--- config.mk ---
export PLATFORM = sky130hd
export DESIGN_NAME = gpioin_top
export DESIGN_NICKNAME = d
export VERILOG_FILES = /design/src/rtl/gpioin_pkg.sv /design/src/rtl/gpioin_top.sv
export SDC_FILE = /design/constraint.sdc
export NUM_CORES = 1
export LEC_CHECK = 0
export BUFFER_PORTS_ARGS = -buffer_cell sky130_fd_sc_hd__buf_2
export CAP_MARGIN = 20
export CORE_MARGIN = 1.5
export CORE_UTILIZATION = 57
export CTS_CLUSTER_DIAMETER = 150
export DETAILED_ROUTE_END_ITERATION = 10
export PLACE_DENSITY = 0.88
export SYNTH_ARGS = -nofsm -noshare
export SYNTH_HDL_FRONTEND = slang
export SYNTH_SLANG_ARGS = --single-unit
--- constraint.sdc ---
create_clock -name aclk -period 9.4 [get_ports aclk]
set_input_delay 2.82 -clock aclk [delete_from_list [all_inputs] [get_ports aclk]]
set_output_delay 2.82 -clock aclk [all_outputs]
set_load 0.02 [all_outputs]
--- src/rtl/gpioin_pkg.sv ---
// Purpose: constants and carrier types for the general-purpose input port reader
// Assumes: 32-bit AXI4-Lite register access, one aligned word per register
// Notes:   offsets are byte addresses inside a 16-byte window
package gpioin_pkg;

  // ==========================================================
  // register map
  localparam int          ADDR_W         = 4;
  localparam logic [3:0]  OFS_PORT_A     = 4'h0;
  localparam logic [3:0]  OFS_PORT_B     = 4'h4;
  localparam logic [3:0]  OFS_RANGE_SEL  = 4'h8;
  localparam logic [3:0]  OFS_RANGE_RES  = 4'hC;

  // ==========================================================
  // field layout of the range select register
  localparam int          SEL_FIRST_LSB  = 0;
  localparam int          SEL_LAST_LSB   = 8;
  localparam int          PIN_IDX_W      = 5;

  // ==========================================================
  // reset values and responses
  localparam logic [31:0] PORT_B_VALUE   = 32'h0000_0000;
  localparam logic [31:0] LEVELS_RESET   = 32'h0000_0000;
  localparam logic [1:0]  RESP_OKAY      = 2'h0;
  localparam logic [1:0]  RESP_SLVERR    = 2'h2;
  localparam int          SYNC_CYCLES    = 2;

  // ==========================================================
  // carriers
  typedef struct packed {
    logic [PIN_IDX_W-1:0] first;
    logic [PIN_IDX_W-1:0] last;
  } gpioin_range_sel_t;

  typedef struct packed {
    logic              valid;
    logic [ADDR_W-1:0] addr;
  } gpioin_addr_req_t;

  typedef struct packed {
    logic        valid;
    logic [31:0] data;
    logic [3:0]  strb;
  } gpioin_wdata_req_t;

  // ==========================================================
  // right-aligned extraction; first-named pin lands on the top bit
  function automatic logic [31:0] gpioin_extract(
    input logic [31:0]          levels,
    input logic [PIN_IDX_W-1:0] first,
    input logic [PIN_IDX_W-1:0] last
  );
    logic [31:0] r;
    int          f;
    int          l;
    r = '0;
    f = int'(first);
    l = int'(last);
    for (int k = 0; k < 32; k++)
    begin
      if (f >= l)
      begin
        if (k <= f - l)
          r[k] = levels[l + k];
      end
      else
      begin
        if (k <= l - f)
          r[k] = levels[l - k];
      end
    end
    return r;
  endfunction

endpackage

--- src/rtl/gpioin_top.sv ---
// Purpose: per-core live view of 32 pin levels plus AXI4-Lite register access
// Assumes: pins_in asynchronous to aclk; synchronous active-low reset
// Notes:   range select picks first and last pin for the range result register
//
// Implementation choices: the AXI4-Lite register port and the placing of the registers.
`timescale 1ns/1ps
module gpioin_top #(
  parameter int NUM_CORES = 8
) (
  input  wire  logic                          aclk,
  input  wire  logic                          aresetn,
  input  wire  logic [31:0]                   pins_in,
  output logic [NUM_CORES-1:0][31:0]          core_pin_levels,
  input  wire  logic [gpioin_pkg::ADDR_W-1:0] s_axi_awaddr,
  input  wire  logic                          s_axi_awvalid,
  output logic                                s_axi_awready,
  input  wire  logic [31:0]                   s_axi_wdata,
  input  wire  logic [3:0]                    s_axi_wstrb,
  input  wire  logic                          s_axi_wvalid,
  output logic                                s_axi_wready,
  output logic [1:0]                          s_axi_bresp,
  output logic                                s_axi_bvalid,
  input  wire  logic                          s_axi_bready,
  input  wire  logic [gpioin_pkg::ADDR_W-1:0] s_axi_araddr,
  input  wire  logic                          s_axi_arvalid,
  output logic                                s_axi_arready,
  output logic [31:0]                         s_axi_rdata,
  output logic [1:0]                          s_axi_rresp,
  output logic                                s_axi_rvalid,
  input  wire  logic                          s_axi_rready
);
  import gpioin_pkg::*;

  // ==========================================================
  // state
  typedef struct packed {
    logic [31:0]                 sync_meta;
    logic [31:0]                 sync_level;
    logic [NUM_CORES-1:0][31:0]  views;
    gpioin_range_sel_t           sel;
    gpioin_addr_req_t            aw;
    gpioin_wdata_req_t           w;
    logic                        awready;
    logic                        wready;
    logic                        bvalid;
    logic [1:0]                  bresp;
    logic                        arready;
    logic                        rvalid;
    logic [31:0]                 rdata;
    logic [1:0]                  rresp;
  } gpioin_state_t;

  localparam gpioin_state_t STATE_RESET = '{
    sync_meta:  LEVELS_RESET,
    sync_level: LEVELS_RESET,
    views:      '0,
    sel:        '0,
    aw:         '0,
    w:          '0,
    awready:    1'b1,
    wready:     1'b1,
    bvalid:     1'b0,
    bresp:      RESP_OKAY,
    arready:    1'b1,
    rvalid:     1'b0,
    rdata:      '0,
    rresp:      RESP_OKAY
  };

  gpioin_state_t s_reg;
  gpioin_state_t s_next;

  // ==========================================================
  // next state
  always_comb
  begin
    s_next = s_reg;
    // two-flop synchroniser, first stage read only by second
    s_next.sync_meta  = pins_in;
    s_next.sync_level = s_reg.sync_meta;
    // each core gets its own copy of all pins, no arbitration
    for (int c = 0; c < NUM_CORES; c++)
      s_next.views[c] = s_reg.sync_level;

    // write address and data taken independently
    if (s_axi_awvalid && s_reg.awready)
    begin
      s_next.awready = 1'b0;
      s_next.aw      = '{valid: 1'b1, addr: s_axi_awaddr};
    end
    if (s_axi_wvalid && s_reg.wready)
    begin
      s_next.wready = 1'b0;
      s_next.w      = '{valid: 1'b1, data: s_axi_wdata, strb: s_axi_wstrb};
    end

    // both halves present: commit and answer
    if (s_reg.aw.valid && s_reg.w.valid && !s_reg.bvalid)
    begin
      s_next.aw.valid = 1'b0;
      s_next.w.valid  = 1'b0;
      s_next.bvalid   = 1'b1;
      if (s_reg.aw.addr == OFS_RANGE_SEL)
      begin
        s_next.bresp = RESP_OKAY;
        if (s_reg.w.strb[0])
          s_next.sel.first = s_reg.w.data[SEL_FIRST_LSB +: PIN_IDX_W];
        if (s_reg.w.strb[1])
          s_next.sel.last = s_reg.w.data[SEL_LAST_LSB +: PIN_IDX_W];
      end
      else
        s_next.bresp = RESP_SLVERR;
    end
    if (s_reg.bvalid && s_axi_bready)
    begin
      s_next.bvalid  = 1'b0;
      s_next.awready = 1'b1;
      s_next.wready  = 1'b1;
    end

    // reads sample the synchronised pins in the accepting cycle
    if (s_axi_arvalid && s_reg.arready)
    begin
      s_next.arready = 1'b0;
      s_next.rvalid  = 1'b1;
      s_next.rresp   = RESP_OKAY;
      unique case (s_axi_araddr)
        OFS_PORT_A:    s_next.rdata = s_reg.sync_level;
        OFS_PORT_B:    s_next.rdata = PORT_B_VALUE;
        OFS_RANGE_SEL: s_next.rdata = {19'h0, s_reg.sel.last, 3'h0, s_reg.sel.first};
        OFS_RANGE_RES: s_next.rdata = gpioin_extract(s_reg.sync_level,
                                                     s_reg.sel.first,
                                                     s_reg.sel.last);
        default:
        begin
          s_next.rdata = '0;
          s_next.rresp = RESP_SLVERR;
        end
      endcase
    end
    if (s_reg.rvalid && s_axi_rready)
    begin
      s_next.rvalid  = 1'b0;
      s_next.arready = 1'b1;
    end
  end

  // state register
  always_ff @(posedge aclk)
  begin
    if (!aresetn)
      s_reg <= STATE_RESET;
    else
      s_reg <= s_next;
  end

  // outputs straight from the state register
  assign core_pin_levels = s_reg.views;
  assign s_axi_awready   = s_reg.awready;
  assign s_axi_wready    = s_reg.wready;
  assign s_axi_bvalid    = s_reg.bvalid;
  assign s_axi_bresp     = s_reg.bresp;
  assign s_axi_arready   = s_reg.arready;
  assign s_axi_rvalid    = s_reg.rvalid;
  assign s_axi_rdata     = s_reg.rdata;
  assign s_axi_rresp     = s_reg.rresp;

  // ==========================================================
  // checks
  logic        ar_take;
  logic [31:0] span_mask;
  int          span;

  // helper terms for the checks
  assign ar_take = s_axi_arvalid && s_reg.arready;
  always_comb
  begin
    span = (s_reg.sel.first >= s_reg.sel.last) ?
           int'(s_reg.sel.first) - int'(s_reg.sel.last) :
           int'(s_reg.sel.last) - int'(s_reg.sel.first);
    span_mask = '0;
    for (int k = 0; k < 32; k++)
      span_mask[k] = (k <= span);
  end
endmodule // gpioin_top

---- Word-level counts from Yosys, hierarchy flattened ----
Cells that the tools add are included.
word-level totals
  bits of input ports ..................... 83
  word-level logic and storage cells ...... 517
  register bits after elaboration ......... 168
cells by class
  muxes and demuxes ....................... 287
  equal/unequal tests ..................... 4
  reduce and logical (&&, ||, !) cells .... 15
  add/sub/neg operators ................... 64
  magnitude comparators ................... 128
  bitwise operators ....................... 1
operators by type and width
  operator               number
  $le A6 B32 Y1 const A  32
  $le A5 B32 Y1 const A  16
  $bmux W1 S5            63
  $le A4 B32 Y1 const A  8
  $mux W1                221
  $lt A6 B7 Y1 const B   31
  $lt A6 B6 Y1 const B   31
  $le A3 B32 Y1 const A  4
  $add A5 B5 Y6 const B  16
  $pmux W32 S3           1
  $sub A5 B5 Y6 const B  16
  $le A1 B32 Y1 const A  2
  $le A2 B32 Y1 const A  2
  $add A5 B4 Y6 const B  8
  $sub A5 B4 Y6 const B  8
  $add A5 B3 Y6 const B  4
  $sub A5 B3 Y6 const B  4
  $add A5 B2 Y6 const B  2
  $eq A4 B4 Y1 const B   3
  $sub A5 B2 Y6 const B  2
  $sub A5 B5 Y6          2
  $logic_and A1 B1 Y1    7
  $add A5 B1 Y6 const B  1
  $lt A5 B6 Y1 const B   1
  other kinds (10)       14

---- Longest topological paths before layout ----
Gate-level depths: netlist of run 1.
  depth in word-level cells ............... 7
  gate-level depth with buffers ........... 14
  mapped depth without buffers ............ 11

---- Worst setup path before layout of run 1 ----
Ideal clock, no wire load.
  kind .................................... input-to-reg
  start point ............................. input s_axi_araddr[3] in the netlist's numbering
  end point ............................... register s_reg (netlist bit s_axi_rdata[17])
  data arrival time ....................... 4601 ps
  library setup time ...................... 79 ps
  stages .................................. 7
  slack ................................... 4721 ps
  path buffers ............................ 1
  path through ............................ buf_2 -> nand2b_1 -> nor4b_1 -> a21oi_1 -> or4_1 -> or3_1 -> o211ai_1
on the way
  word-level cells in the longest chain between the ends .. 2
  elaborated cells on any way between the ends .. 4
  classes of those cells .................. eq/ne: 2; mux: 1; reduce/logical: 1
ends and longest elaborated chain
  what                                              RTL line           RTL
  start: declaration                                gpioin_top.sv:24   input wire logic [gpioin_pkg::ADDR_W-1:0] s_axi_araddr,
  $eq A4 B4 Y1 or $logic_not A4 Y1 (tied branches)  gpioin_top.sv:127  unique case (s_axi_araddr)
  $pmux W32 S3 (*)                                  gpioin_top.sv:127
  end signal: assignment                            gpioin_top.sv:154  s_reg <= s_next;
  end: declaration                                  gpioin_top.sv:70   gpioin_state_t s_reg;
Mark *: on every way between the ends. The rest lies on a longest branch, timed or not.
A chain may end at the register's enable or synchronous reset.

---- Worst setup path in the final report of run 1 ----
  start point ............................. input s_axi_araddr[1] in the netlist's numbering
  end point ............................... register s_reg (netlist bit s_axi_rdata[7])
The elaborated chain is that of the path after synthesis.

==> results.json, run 1 <==
{
  "skew_ns": 0.01606,
  "worstPathRequired_ns": 9.74,
  "largest_register_ffs": 64,
  "die-area_um2": 22300,
  "min_path_type": "reg -> reg",
  "startpoint": "s_axi_araddr[1]",
  "synth_flop_cell": "dfxtp_1",
  "async_flop_share_pct": 0,
  "hold_start": "s_next[353]$_SDFF_PN0_",
  "yosys-top-cells-area": "dfxtp_1, buf_4, mux4_2, and2_1, mux2i_1",
  "slew_violations": 0,
  "area_delta_synth_final_pct": 2.952,
  "leakage_nw": 5.725,
  "cts_repair_resize_count": 0,
  "ant_nets": 0,
  "dieWidth_um": 149.3,
  "pre_cts_slack_ns": 4.348,
  "grt_start_max_net_pins": 140,
  "syn_inst": 1326,
  "fmax_ghz": 0.2126,
  "crit_buf_inv": 1,
  "ir_drop_uv": 109.6,
  "path_class": "in -> reg",
  "syn-cell-area_um2": 12210,
  "cpMaxStageDelayCell": "nor2_1",
  "clk_latency_ns": 0.45,
  "yosys_warnings": 0,
  "gr-total-overflow": 0,
  "dr_total_vias": 10020,
  "die_height_um": 149.3,
  "end_kind": "register",
  "pin_count": 380,
  "finalSetupViolations": 0,
  "route.detailed.drc": 0,
  "cpMostUsedCell": "nor2_1",
  "routed_wirelength_mm": 37.30,
  "crit_family": "simple AND/OR/NAND/NOR gates",
  "fin_tns_setup_ns": 0,
  "synth.top_cell.area_share_pct": 26.73,
  "ys_seq_elements": 163,
  "hold_viol": 0,
  "synth_area_per_cell_um2": 9.206,
  "cts_tree": "done",
  "cts_inserted_buffers": 17,
  "max-slew-margin-rel_pct": 21.89,
  "period_share_pct": 50.04,
  "worst_slack_ns": 4.696,
  "holdBufCountCts": 0,
  "avgRoutedWirePerCell_um": 22.56,
  "worstPathMaxFanout": 7,
  "fillCellCount": 1845,
  "r2r_start": "s_reg[84]$_SDFFE_PN0P_",
  "clock-sinks": 163,
  "fin_nets": 1469,
  "clk_pin_slew_ns": 0.07,
  "synth_edf_count": 0,
  "drt_iter0_drc": 1166,
  "critPathMaxStageDelay_ns": 0.47,
  "critPathLaunchType": "input pin",
  "synth_largest_area_cell": "dfxtp_1",
  "grtUsageTotal_pct": 32.85,
  "antenna_found_initial": 1,
  "cp_cell_sequence": "buf_2 > nor2_1 > and3_1 > o21ai_0 > nor2_1 > nand2_1 > o41ai_1",
  "initial_core_util_pct": 58.07,
  "fin_util_pct": 59.78,
  "maxCapViolations": 0,
  "synth_cell_types": 78,
  "final_layout_size_suffix_gt1_share_pct": 35.76,
  "row_count": 53,
  "p_total_mw": 1.651,
  "viasPerCell": 6.060,
  "run_status": "finished clean",
  "io_buffers": 353,
  "rsz0062_at_grt": "no",
  "dpl.hpwl_mm": 27.13,
  "synth-seq-area-share_pct": 26.73,
  "htree_levels": 4,
  "root_buffer": "clkbuf_16",
  "gp_congestion": 0.9844,
  "post-cts-setup-buffers": 0,
  "grt_pass1_vias": 8938,
  "cp.arrival_ns": 5.04,
  "finalCriticalPeriod_ns": 4.704,
  "worst_pin_slew_ns": 1.163,
  "clk_path_buf_depth": 2,
  "dr.pass1.iters": 5,
  "grt_pass1_wl_mm": 54.44,
  "core-area_um2": 21020,
  "power_density_nw_per_um2": 131.4
}
-- path summary, 6_finish.rpt --
kind                             endpoint  slack [ns]  cells past startpoint
max reg2reg  s_axi_rdata[29]$_SDFFE_PN0P_        5.29                      9
min reg2reg         s_next[97]$_SDFF_PN0_        0.43                      1
min                 s_next[97]$_SDFF_PN0_        0.43                      1
max           s_axi_rdata[7]$_SDFFE_PN0P_        4.70                      7
-- metal layers --
metal	GRT usage (%)	vias to the layer above	share of wire, %
li1	-	4464	-
met1	43.59	4741	39
met2	50.41	691	46
met3	7.645	122	11
met4	15.79	0	4.1
met5	0	-	0
-- stage by stage --
step / hold WS, ns / instance area, um2 / instances
2_1_floorplan: 0.4119 / 12210 / 1327
3_3_place_gp: 0.4150 / 11930 / 1618
3_5_place_dp: 0.4169 / 11930 / 1618
4_1_cts: 0.4311 / 12550 / 1650
5_1_grt: 0.4417 / 12560 / 1651
6_report: 0.4324 / 12570 / 1653
-- worst reg2reg max path, stage by stage (launching register included) --
cell,delay [ns]
dfxtp_1,0.34
clkinv_1,0.50
fa_1,0.73
a211oi_1,0.37
nor2_1,0.14
xor2_1,0.66
nand4_1,0.60
nor4_1,0.46
a21oi_1,0.08
o21ai_0,0.14
-- final cells by class --
type	count	area (um2)	area share, %
diodes	2	5.005	0.03982
clock buffers	17	425.4	3.385
clock inverters	15	196.4	1.563
inverters	23	86.33	0.6870
multi-input cells	790	6364	50.64
flip-flops and latches	163	3264	25.98
well taps	275	344.1	2.738
repair buffers	368	1882	14.97
-- power by group --
| group | internal (mW) | leakage [nW] | switching [mW] | total (mW) |
|---|---|---|---|---|
| Sequential | 0.713 | 1.33 | 0.0322 | 0.746 |
| Clock | 0.365 | 0.299 | 0.363 | 0.728 |
| Combinational | 0.0668 | 4.09 | 0.110 | 0.177 |
| Total | 1.15 | 5.72 | 0.505 | 1.65 |
-- synthesized netlist by cell type (21+ instances only) --
master / count
nor2_1: 60
mux4_2: 57
and2_1: 117
a21oi_1: 78
clkbuf_1: 36
nand2_1: 92
ha_1: 21
o21ai_0: 47
dfxtp_1: 163
mux2i_1: 71
buf_4: 297
-- cell families (layout without fill, tap and decap cells) --
| group | count (synthesis) | after routing | synth area share [%] |
|---|---|---|---|
| simple gates | 374 | 374 | 16.15 |
| other cells | 1 | 4 | 0.03072 |
| compound gates | 208 | 208 | 10.67 |
| xor+xnor | 32 | 32 | 2.850 |
| buf+inv | 374 | 423 | 21.27 |
| flops | 163 | 163 | 26.73 |
| mux | 151 | 151 | 19.81 |
| fa+ha+maj | 23 | 23 | 2.481 |
-- layout by cell type (no fill, tap or decap), types with 6 or more instances in the layout --
cell type and count:
buf_4 16, nor2_1 60, nand2_1 92, a31oi_1 9, xnor2_1 19, buf_2 352
a21oi_1 78, mux2i_1 71, o21ai_0 47, nand4_1 8, mux4_1 11, mux2_2 12
a22oi_1 8, nand2b_1 11, inv_1 20, nor4_1 15, ha_1 21, o41ai_1 6
nor3_1 12, clkbuf_16 17, nand3_1 20, xor2_1 7, and2_1 117, dfxtp_1 162
clkinv_8 6, nor2b_1 8, mux4_2 57
Power figures use the tool's default switching activity.
==> inputs of run 2 (changes only) <==
ABC_AREA = 1   (was not set)
CORE_UTILIZATION = 52   (was 57)
PLACE_DENSITY = 0.82   (was 0.88)
clock period = 4.91 ns   (was 9.4 ns; I/O delays follow)
==> run 2 against run 1 <==
Against the previous run: die area is 5.5% higher; critical path depth up 10; worst hold slack worse by 0.025 ns; synthesized area down 3.6%; largest power group unchanged; cell area decreased by 3.9%; highest routed layer unchanged; sequential power grew 92%; utilization decreased by 4.9 points.
==> results.json, run 2 <==
{
  "row_count": 54,
  "min_path_type": "reg -> reg",
  "slew_violations": 0,
  "clk_latency_ns": 0.45,
  "drt_iter0_drc": 1178,
  "ys_top_cells_by_count": "nand2_1, buf_4, nand3_1",
  "fmax_ghz": 0.2941,
  "yosys_warnings": 0,
  "cp.arrival_ns": 3.77,
  "dieWidth_um": 153.4,
  "grt_pass1_wl_mm": 56.03,
  "critPathLaunchType": "register",
  "maxCapViolations": 0,
  "dpl.hpwl_mm": 28.67,
  "ys_seq_elements": 163,
  "synth_flop_cell": "dfxtp_1",
  "area_delta_synth_final_pct": 2.691,
  "finalSetupViolations": 0,
  "worstPathMaxFanout": 38,
  "avgRoutedWirePerCell_um": 17.38,
  "finalHoldWorstSlack_ns": 0.4078,
  "post-cts-setup-buffers": 0,
  "leakage_nw": 7.134,
  "clk_pin_slew_ns": 0.08,
  "synth_area_per_cell_um2": 6.478,
  "run_status": "finished clean",
  "synth.top_cell.area_share_pct": 27.74,
  "holdBufCountCts": 0,
  "worstPathRequired_ns": 5.28,
  "max-slew-margin-rel_pct": 33.96,
  "largest_register_ffs": 64,
  "rsz0062_at_grt": "no",
  "route.detailed.drc": 0,
  "final_layout_size_suffix_gt1_share_pct": 24.14,
  "p_total_mw": 3.177,
  "htree_levels": 4,
  "cts_inserted_buffers": 17,
  "synth-seq-area-share_pct": 27.74,
  "cts_repair_resize_count": 0,
  "async_flop_share_pct": 0,
  "fin_tns_setup_ns": 0,
  "hold_viol": 0,
  "synth.most_common_cell": "nand2_1",
  "core-area_um2": 22030,
  "routed_wirelength_mm": 37.20,
  "root_buffer": "clkbuf_16",
  "dr.pass1.iters": 9,
  "skew_ns": 0.01874,
  "finalCriticalPeriod_ns": 3.400,
  "yosys-top-cells-area": "dfxtp_1, buf_4, nand2_1, nand3_1, inv_1",
  "die_height_um": 153.4,
  "gr-total-overflow": 0,
  "grt_start_max_net_pins": 68,
  "syn_inst": 1816,
  "pin_count": 380,
  "synth_cell_types": 41,
  "io_buffers": 353,
  "die-area_um2": 23530,
  "end_kind": "register",
  "grt_pass1_vias": 9883,
  "initial_core_util_pct": 53.41,
  "period_share_pct": 69.24,
  "cts_tree": "done",
  "clock-sinks": 163,
  "syn-cell-area_um2": 11760,
  "power_density_nw_per_um2": 263.0,
  "design_area_um2": 12080,
  "grtUsageTotal_pct": 30.99,
  "synth_edf_count": 0,
  "final_common_cell": "nand2_1",
  "gp_congestion": 1.015,
  "ir_drop_uv": 252.7,
  "synth_largest_area_cell": "dfxtp_1",
  "diodes": 0,
  "ant_nets": 0,
  "antenna_found_initial": 0,
  "worst_pin_slew_ns": 0.9894,
  "path_class": "reg -> reg",
  "place_area_um2": 11460,
  "mostFrequentLayoutCells": "nand2_1, buf_2, nand3_1",
  "viasPerCell": 5.280,
  "dr_total_vias": 11300,
  "clk_path_buf_depth": 2,
  "fin_nets": 1953
}
run 2: changes by cell type after synthesis, sizes merged, moves of 18 or more:
cell	before	now
inv	21	186
nand2	92	517
xnor2	22	4
mux4	68	0
mux2i	71	0
nand3	20	288
and2	117	0
nor2	60	87
o21ai	48	75
run 2: worst paths after layout:
path | startpoint | to | slack [ns] | cells after the start
max | s_reg[83]$_SDFFE_PN0P_ | s_axi_rdata[28]$_SDFFE_PN0P_ | 1.51 | 17
min | s_next[376]$_SDFF_PN0_ | s_next[120]$_SDFF_PN0_ | 0.41 | 2
max reg2reg | s_reg[83]$_SDFFE_PN0P_ | s_axi_rdata[28]$_SDFFE_PN0P_ | 1.51 | 17
min reg2reg | s_next[376]$_SDFF_PN0_ | s_next[120]$_SDFF_PN0_ | 0.41 | 2
run 2: cell type report:
type                       instances  area [um2]
fill                            2202        9946
multi-input combinational       1108        5248
sequential                       163        3263
timing repair buffer             369        1889
inverter                         188       710.7
clock buffer                      17       425.4
tap                              280       350.3
clock inverter                    15       193.9
run 2: kinds of logic (layout without fill, tap and decap cells):
group	count (synthesis)	count (layout)	share of synthesized area, %
compound gates	149	149	6.552
xor+xnor	19	19	1.734
fa+ha+maj	23	23	2.574
buf+inv	546	589	27.73
flops	163	163	27.74
other cells	1	2	0.03188
simple gates	915	915	33.64
run 2: critical path, stage by stage (launching register included):
cell	delay, ns
dfxtp_1	0.38
buf_4	0.42
ha_1	0.27
inv_1	0.08
fa_1	0.40
nand2_1	0.11
nand3_1	0.09
nand3_1	0.14
nand2_2	0.15
nor2_4	0.24
nand2_1	0.18
inv_1	0.23
nand4_1	0.13
nand2_1	0.15
nand2_1	0.06
nand2_1	0.09
nand2_1	0.07
a21oi_1	0.15
run 2: power by group:
part / internal (mW) / switching [mW]
Sequential: 1.37 / 0.0539
Combinational: 0.112 / 0.255
Clock: 0.700 / 0.684
Total: 2.18 / 0.993
run 2: through the flow:
stage	utilization (%)	cells	worst slack (ns)
3_3_place_gp	52.03	2108	1.461
5_1_grt	54.85	2140	1.299
3_5_place_dp	52.03	2108	1.451
6_report	54.85	2140	1.510
2_1_floorplan	-	1817	2.253
4_1_cts	54.85	2140	1.602
run 2: routing by layer:
layer	wire, um	vias to the layer above	GRT usage [%]
met2	16500	637	48.64
met5	0	-	0
met1	15860	5082	40.83
met3	3260	91	6.294
met4	1577	0	14.56
li1	-	5489	-
==> inputs of run 3 (changes only) <==
ABC_AREA = 0   (was 1)
CORE_UTILIZATION = 53   (was 52)
clock period = 3.3 ns   (was 4.91 ns; I/O delays follow)
==> run 3 against run 2 <==
Against the previous run: combinational power grew 39%; sequential share of layout area fell by 1.7 points; first-iteration DRC count decreased by 20%; global-route usage up 0.72 points; cell area up 7.0%; final cell count shrank 20%; clock skew shrank 0.0099 ns; clock-buffer cell count stayed put; critical endpoint is now s_axi_rdata[11]$_SDFFE_PN0P_; utilization rose by 2.2 points; critical path depth is 8 lower; clock power grew 50%; die area increased by 1.8%; largest cell class unchanged.
==> results.json, run 3 (synthesis results as in run 1) <==
{
  "pin_count": 380,
  "min_path_type": "reg -> reg",
  "met1_usage_pct": 42.83,
  "min_to": "s_next[108]$_SDFF_PN0_",
  "grt_pass1_vias": 9084,
  "critPathLaunchType": "register",
  "area_delta_synth_final_pct": 5.843,
  "initial_core_util_pct": 53.92,
  "finalSetupViolations": 0,
  "viasPerCell": 5.897,
  "ant_nets": 0,
  "regArea_um2": 3264,
  "cpMaxStageDelayCell": "mux4_2",
  "post-cts-setup-buffers": 0,
  "root_buffer": "clkbuf_16",
  "max-slew-margin-rel_pct": 49.16,
  "final_layout_size_suffix_gt1_share_pct": 37.66,
  "clk_pin_slew_ns": 0.07,
  "gr-total-overflow": 0,
  "period_share_pct": 94.70,
  "cts_tree": "done",
  "mostFrequentLayoutCells": "buf_2, dfxtp_1, and2_1",
  "clk_latency_ns": 0.44,
  "end_kind": "register",
  "crit_family": "multiplexers",
  "dr.pass1.iters": 7,
  "seqPwrFrac_pct": 45.2,
  "dieWidth_um": 154.8,
  "p_int_mw": 3.269,
  "cpMostUsedCell": "mux4_2",
  "r2r_slack_ns": 0.17,
  "diodes": 0,
  "avgRoutedWirePerCell_um": 22.48,
  "worstPathMaxFanout": 16,
  "finalHoldWorstSlack_ns": 0.4335,
  "r2r_start": "s_reg[84]$_SDFFE_PN0P_",
  "antenna_found_initial": 0,
  "grt_start_max_net_pins": 57,
  "cts_inserted_buffers": 17,
  "pwr-share-comb_pct": 10.9,
  "finalCriticalPeriod_ns": 3.125,
  "largest_register_ffs": 64,
  "cp.arrival_ns": 3.45,
  "fin_tns_setup_ns": 0,
  "route.detailed.drc": 0,
  "core-area_um2": 22640,
  "ir_drop_uv": 307.3,
  "holdBufCountCts": 0,
  "gp_congestion": 0.9623,
  "die_height_um": 154.8,
  "grt_pass1_wl_mm": 56.46,
  "critPathMaxStageDelay_ns": 0.61,
  "die-area_um2": 23950,
  "cts_repair_resize_count": 0,
  "maxCapViolations": 0,
  "clk_path_buf_depth": 2,
  "fmax_ghz": 0.3200,
  "rsz0062_at_grt": "no",
  "dr_total_vias": 10040,
  "htree_levels": 4,
  "hold_start": "s_next[364]$_SDFF_PN0_",
  "slew_violations": 0,
  "crit_buf_inv": 2,
  "row_count": 55,
  "hold_viol": 0,
  "routed_wirelength_mm": 38.29,
  "skew_ns": 0.008829,
  "fillCellCount": 2021,
  "drt_iter0_drc": 945,
  "worstPathRequired_ns": 3.62,
  "min_path_cells": 1,
  "final_common_cell": "buf_2",
  "path_class": "reg -> reg",
  "power_density_nw_per_um2": 364.3,
  "grtUsageTotal_pct": 31.70,
  "p_clk_share_pct": 44.0,
  "p_sw_share_pct": 30.55,
  "leakage_nw": 5.936,
  "clock-sinks": 163,
  "r2r_cells": 9,
  "io_buffers": 353,
  "busiest_layer": "met2",
  "fin_nets": 1511,
  "grt_use_met2_pct": 48.46,
  "reg2reg_to": "s_axi_rdata[11]$_SDFFE_PN0P_",
  "multi_input_area_um2": 6364,
  "cp_cell_sequence": "clkinv_1 > ha_1 > buf_4 > mux4_2 > mux4_2 > mux2i_1 > nor4_1 > a21oi_1 > o41ai_1",
  "met3_usage_pct": 6.360,
  "dpl.hpwl_mm": 28.89,
  "worst_pin_slew_ns": 0.7546,
  "run_status": "finished clean",
  "netSwitchingPower_mw": 1.438
}
run 3: how the worst max path moves through the flow:
stage                                 startpoint                      endpoint  depth (start not counted)
after global placement    s_reg[84]$_SDFFE_PN0P_  s_axi_rdata[21]$_SDFFE_PN0P_                          9
after CTS                 s_reg[84]$_SDFFE_PN0P_  s_axi_rdata[11]$_SDFFE_PN0P_                          9
after detailed placement  s_reg[84]$_SDFFE_PN0P_  s_axi_rdata[11]$_SDFFE_PN0P_                          9
final                     s_reg[84]$_SDFFE_PN0P_  s_axi_rdata[11]$_SDFFE_PN0P_                          9
after global routing      s_reg[83]$_SDFFE_PN0P_  s_axi_rdata[26]$_SDFFE_PN0P_                         11
after floorplan           s_reg[84]$_SDFFE_PN0P_  s_axi_rdata[23]$_SDFFE_PN0P_                         10
run 3: cell type report:
class	instances	area share, %
Clock inverter	15	1.559
Sequential cell	163	25.27
Clock buffer	17	3.293
Timing Repair Buffer	410	17.20
Tap cell	285	2.760
Inverter	23	0.6682
Multi-Input combinational cell	790	49.25
run 3: metrics by stage:
step / total power [mW] / cell area [um2] / util (%) / std cells / worst slack (ns)
after CTS: 4.734 / 12920 / 57.07 / 1703 / 0.1727
final: 4.706 / 12920 / 57.07 / 1703 / 0.1748
after detailed placement: 2.675 / 12290 / 54.30 / 1671 / 0.1836
after global routing: 4.857 / 12920 / 57.07 / 1703 / 0.04093
after global placement: 2.662 / 12290 / 54.30 / 1671 / 0.2450
after floorplan: 2.557 / 12210 / - / 1327 / 0.1178
run 3: power groups by stage:
stage	combinational [mW]	clock [mW]	sequential, mW
6_report	0.511	2.07	2.13
5_1_grt	0.548	2.18	2.13
4_1_cts	0.509	2.11	2.12
3_5_place_dp	0.508	0	2.17
3_3_place_gp	0.499	0	2.16
2_1_floorplan	0.432	0	2.12
run 3: per-layer routing:
layer | part of all wire (%) | vias up
met3 | 9.4 | 111
met4 | 4.9 | 0
li1 | - | 4546
met1 | 42 | 4757
met5 | 0 | -
met2 | 44 | 629
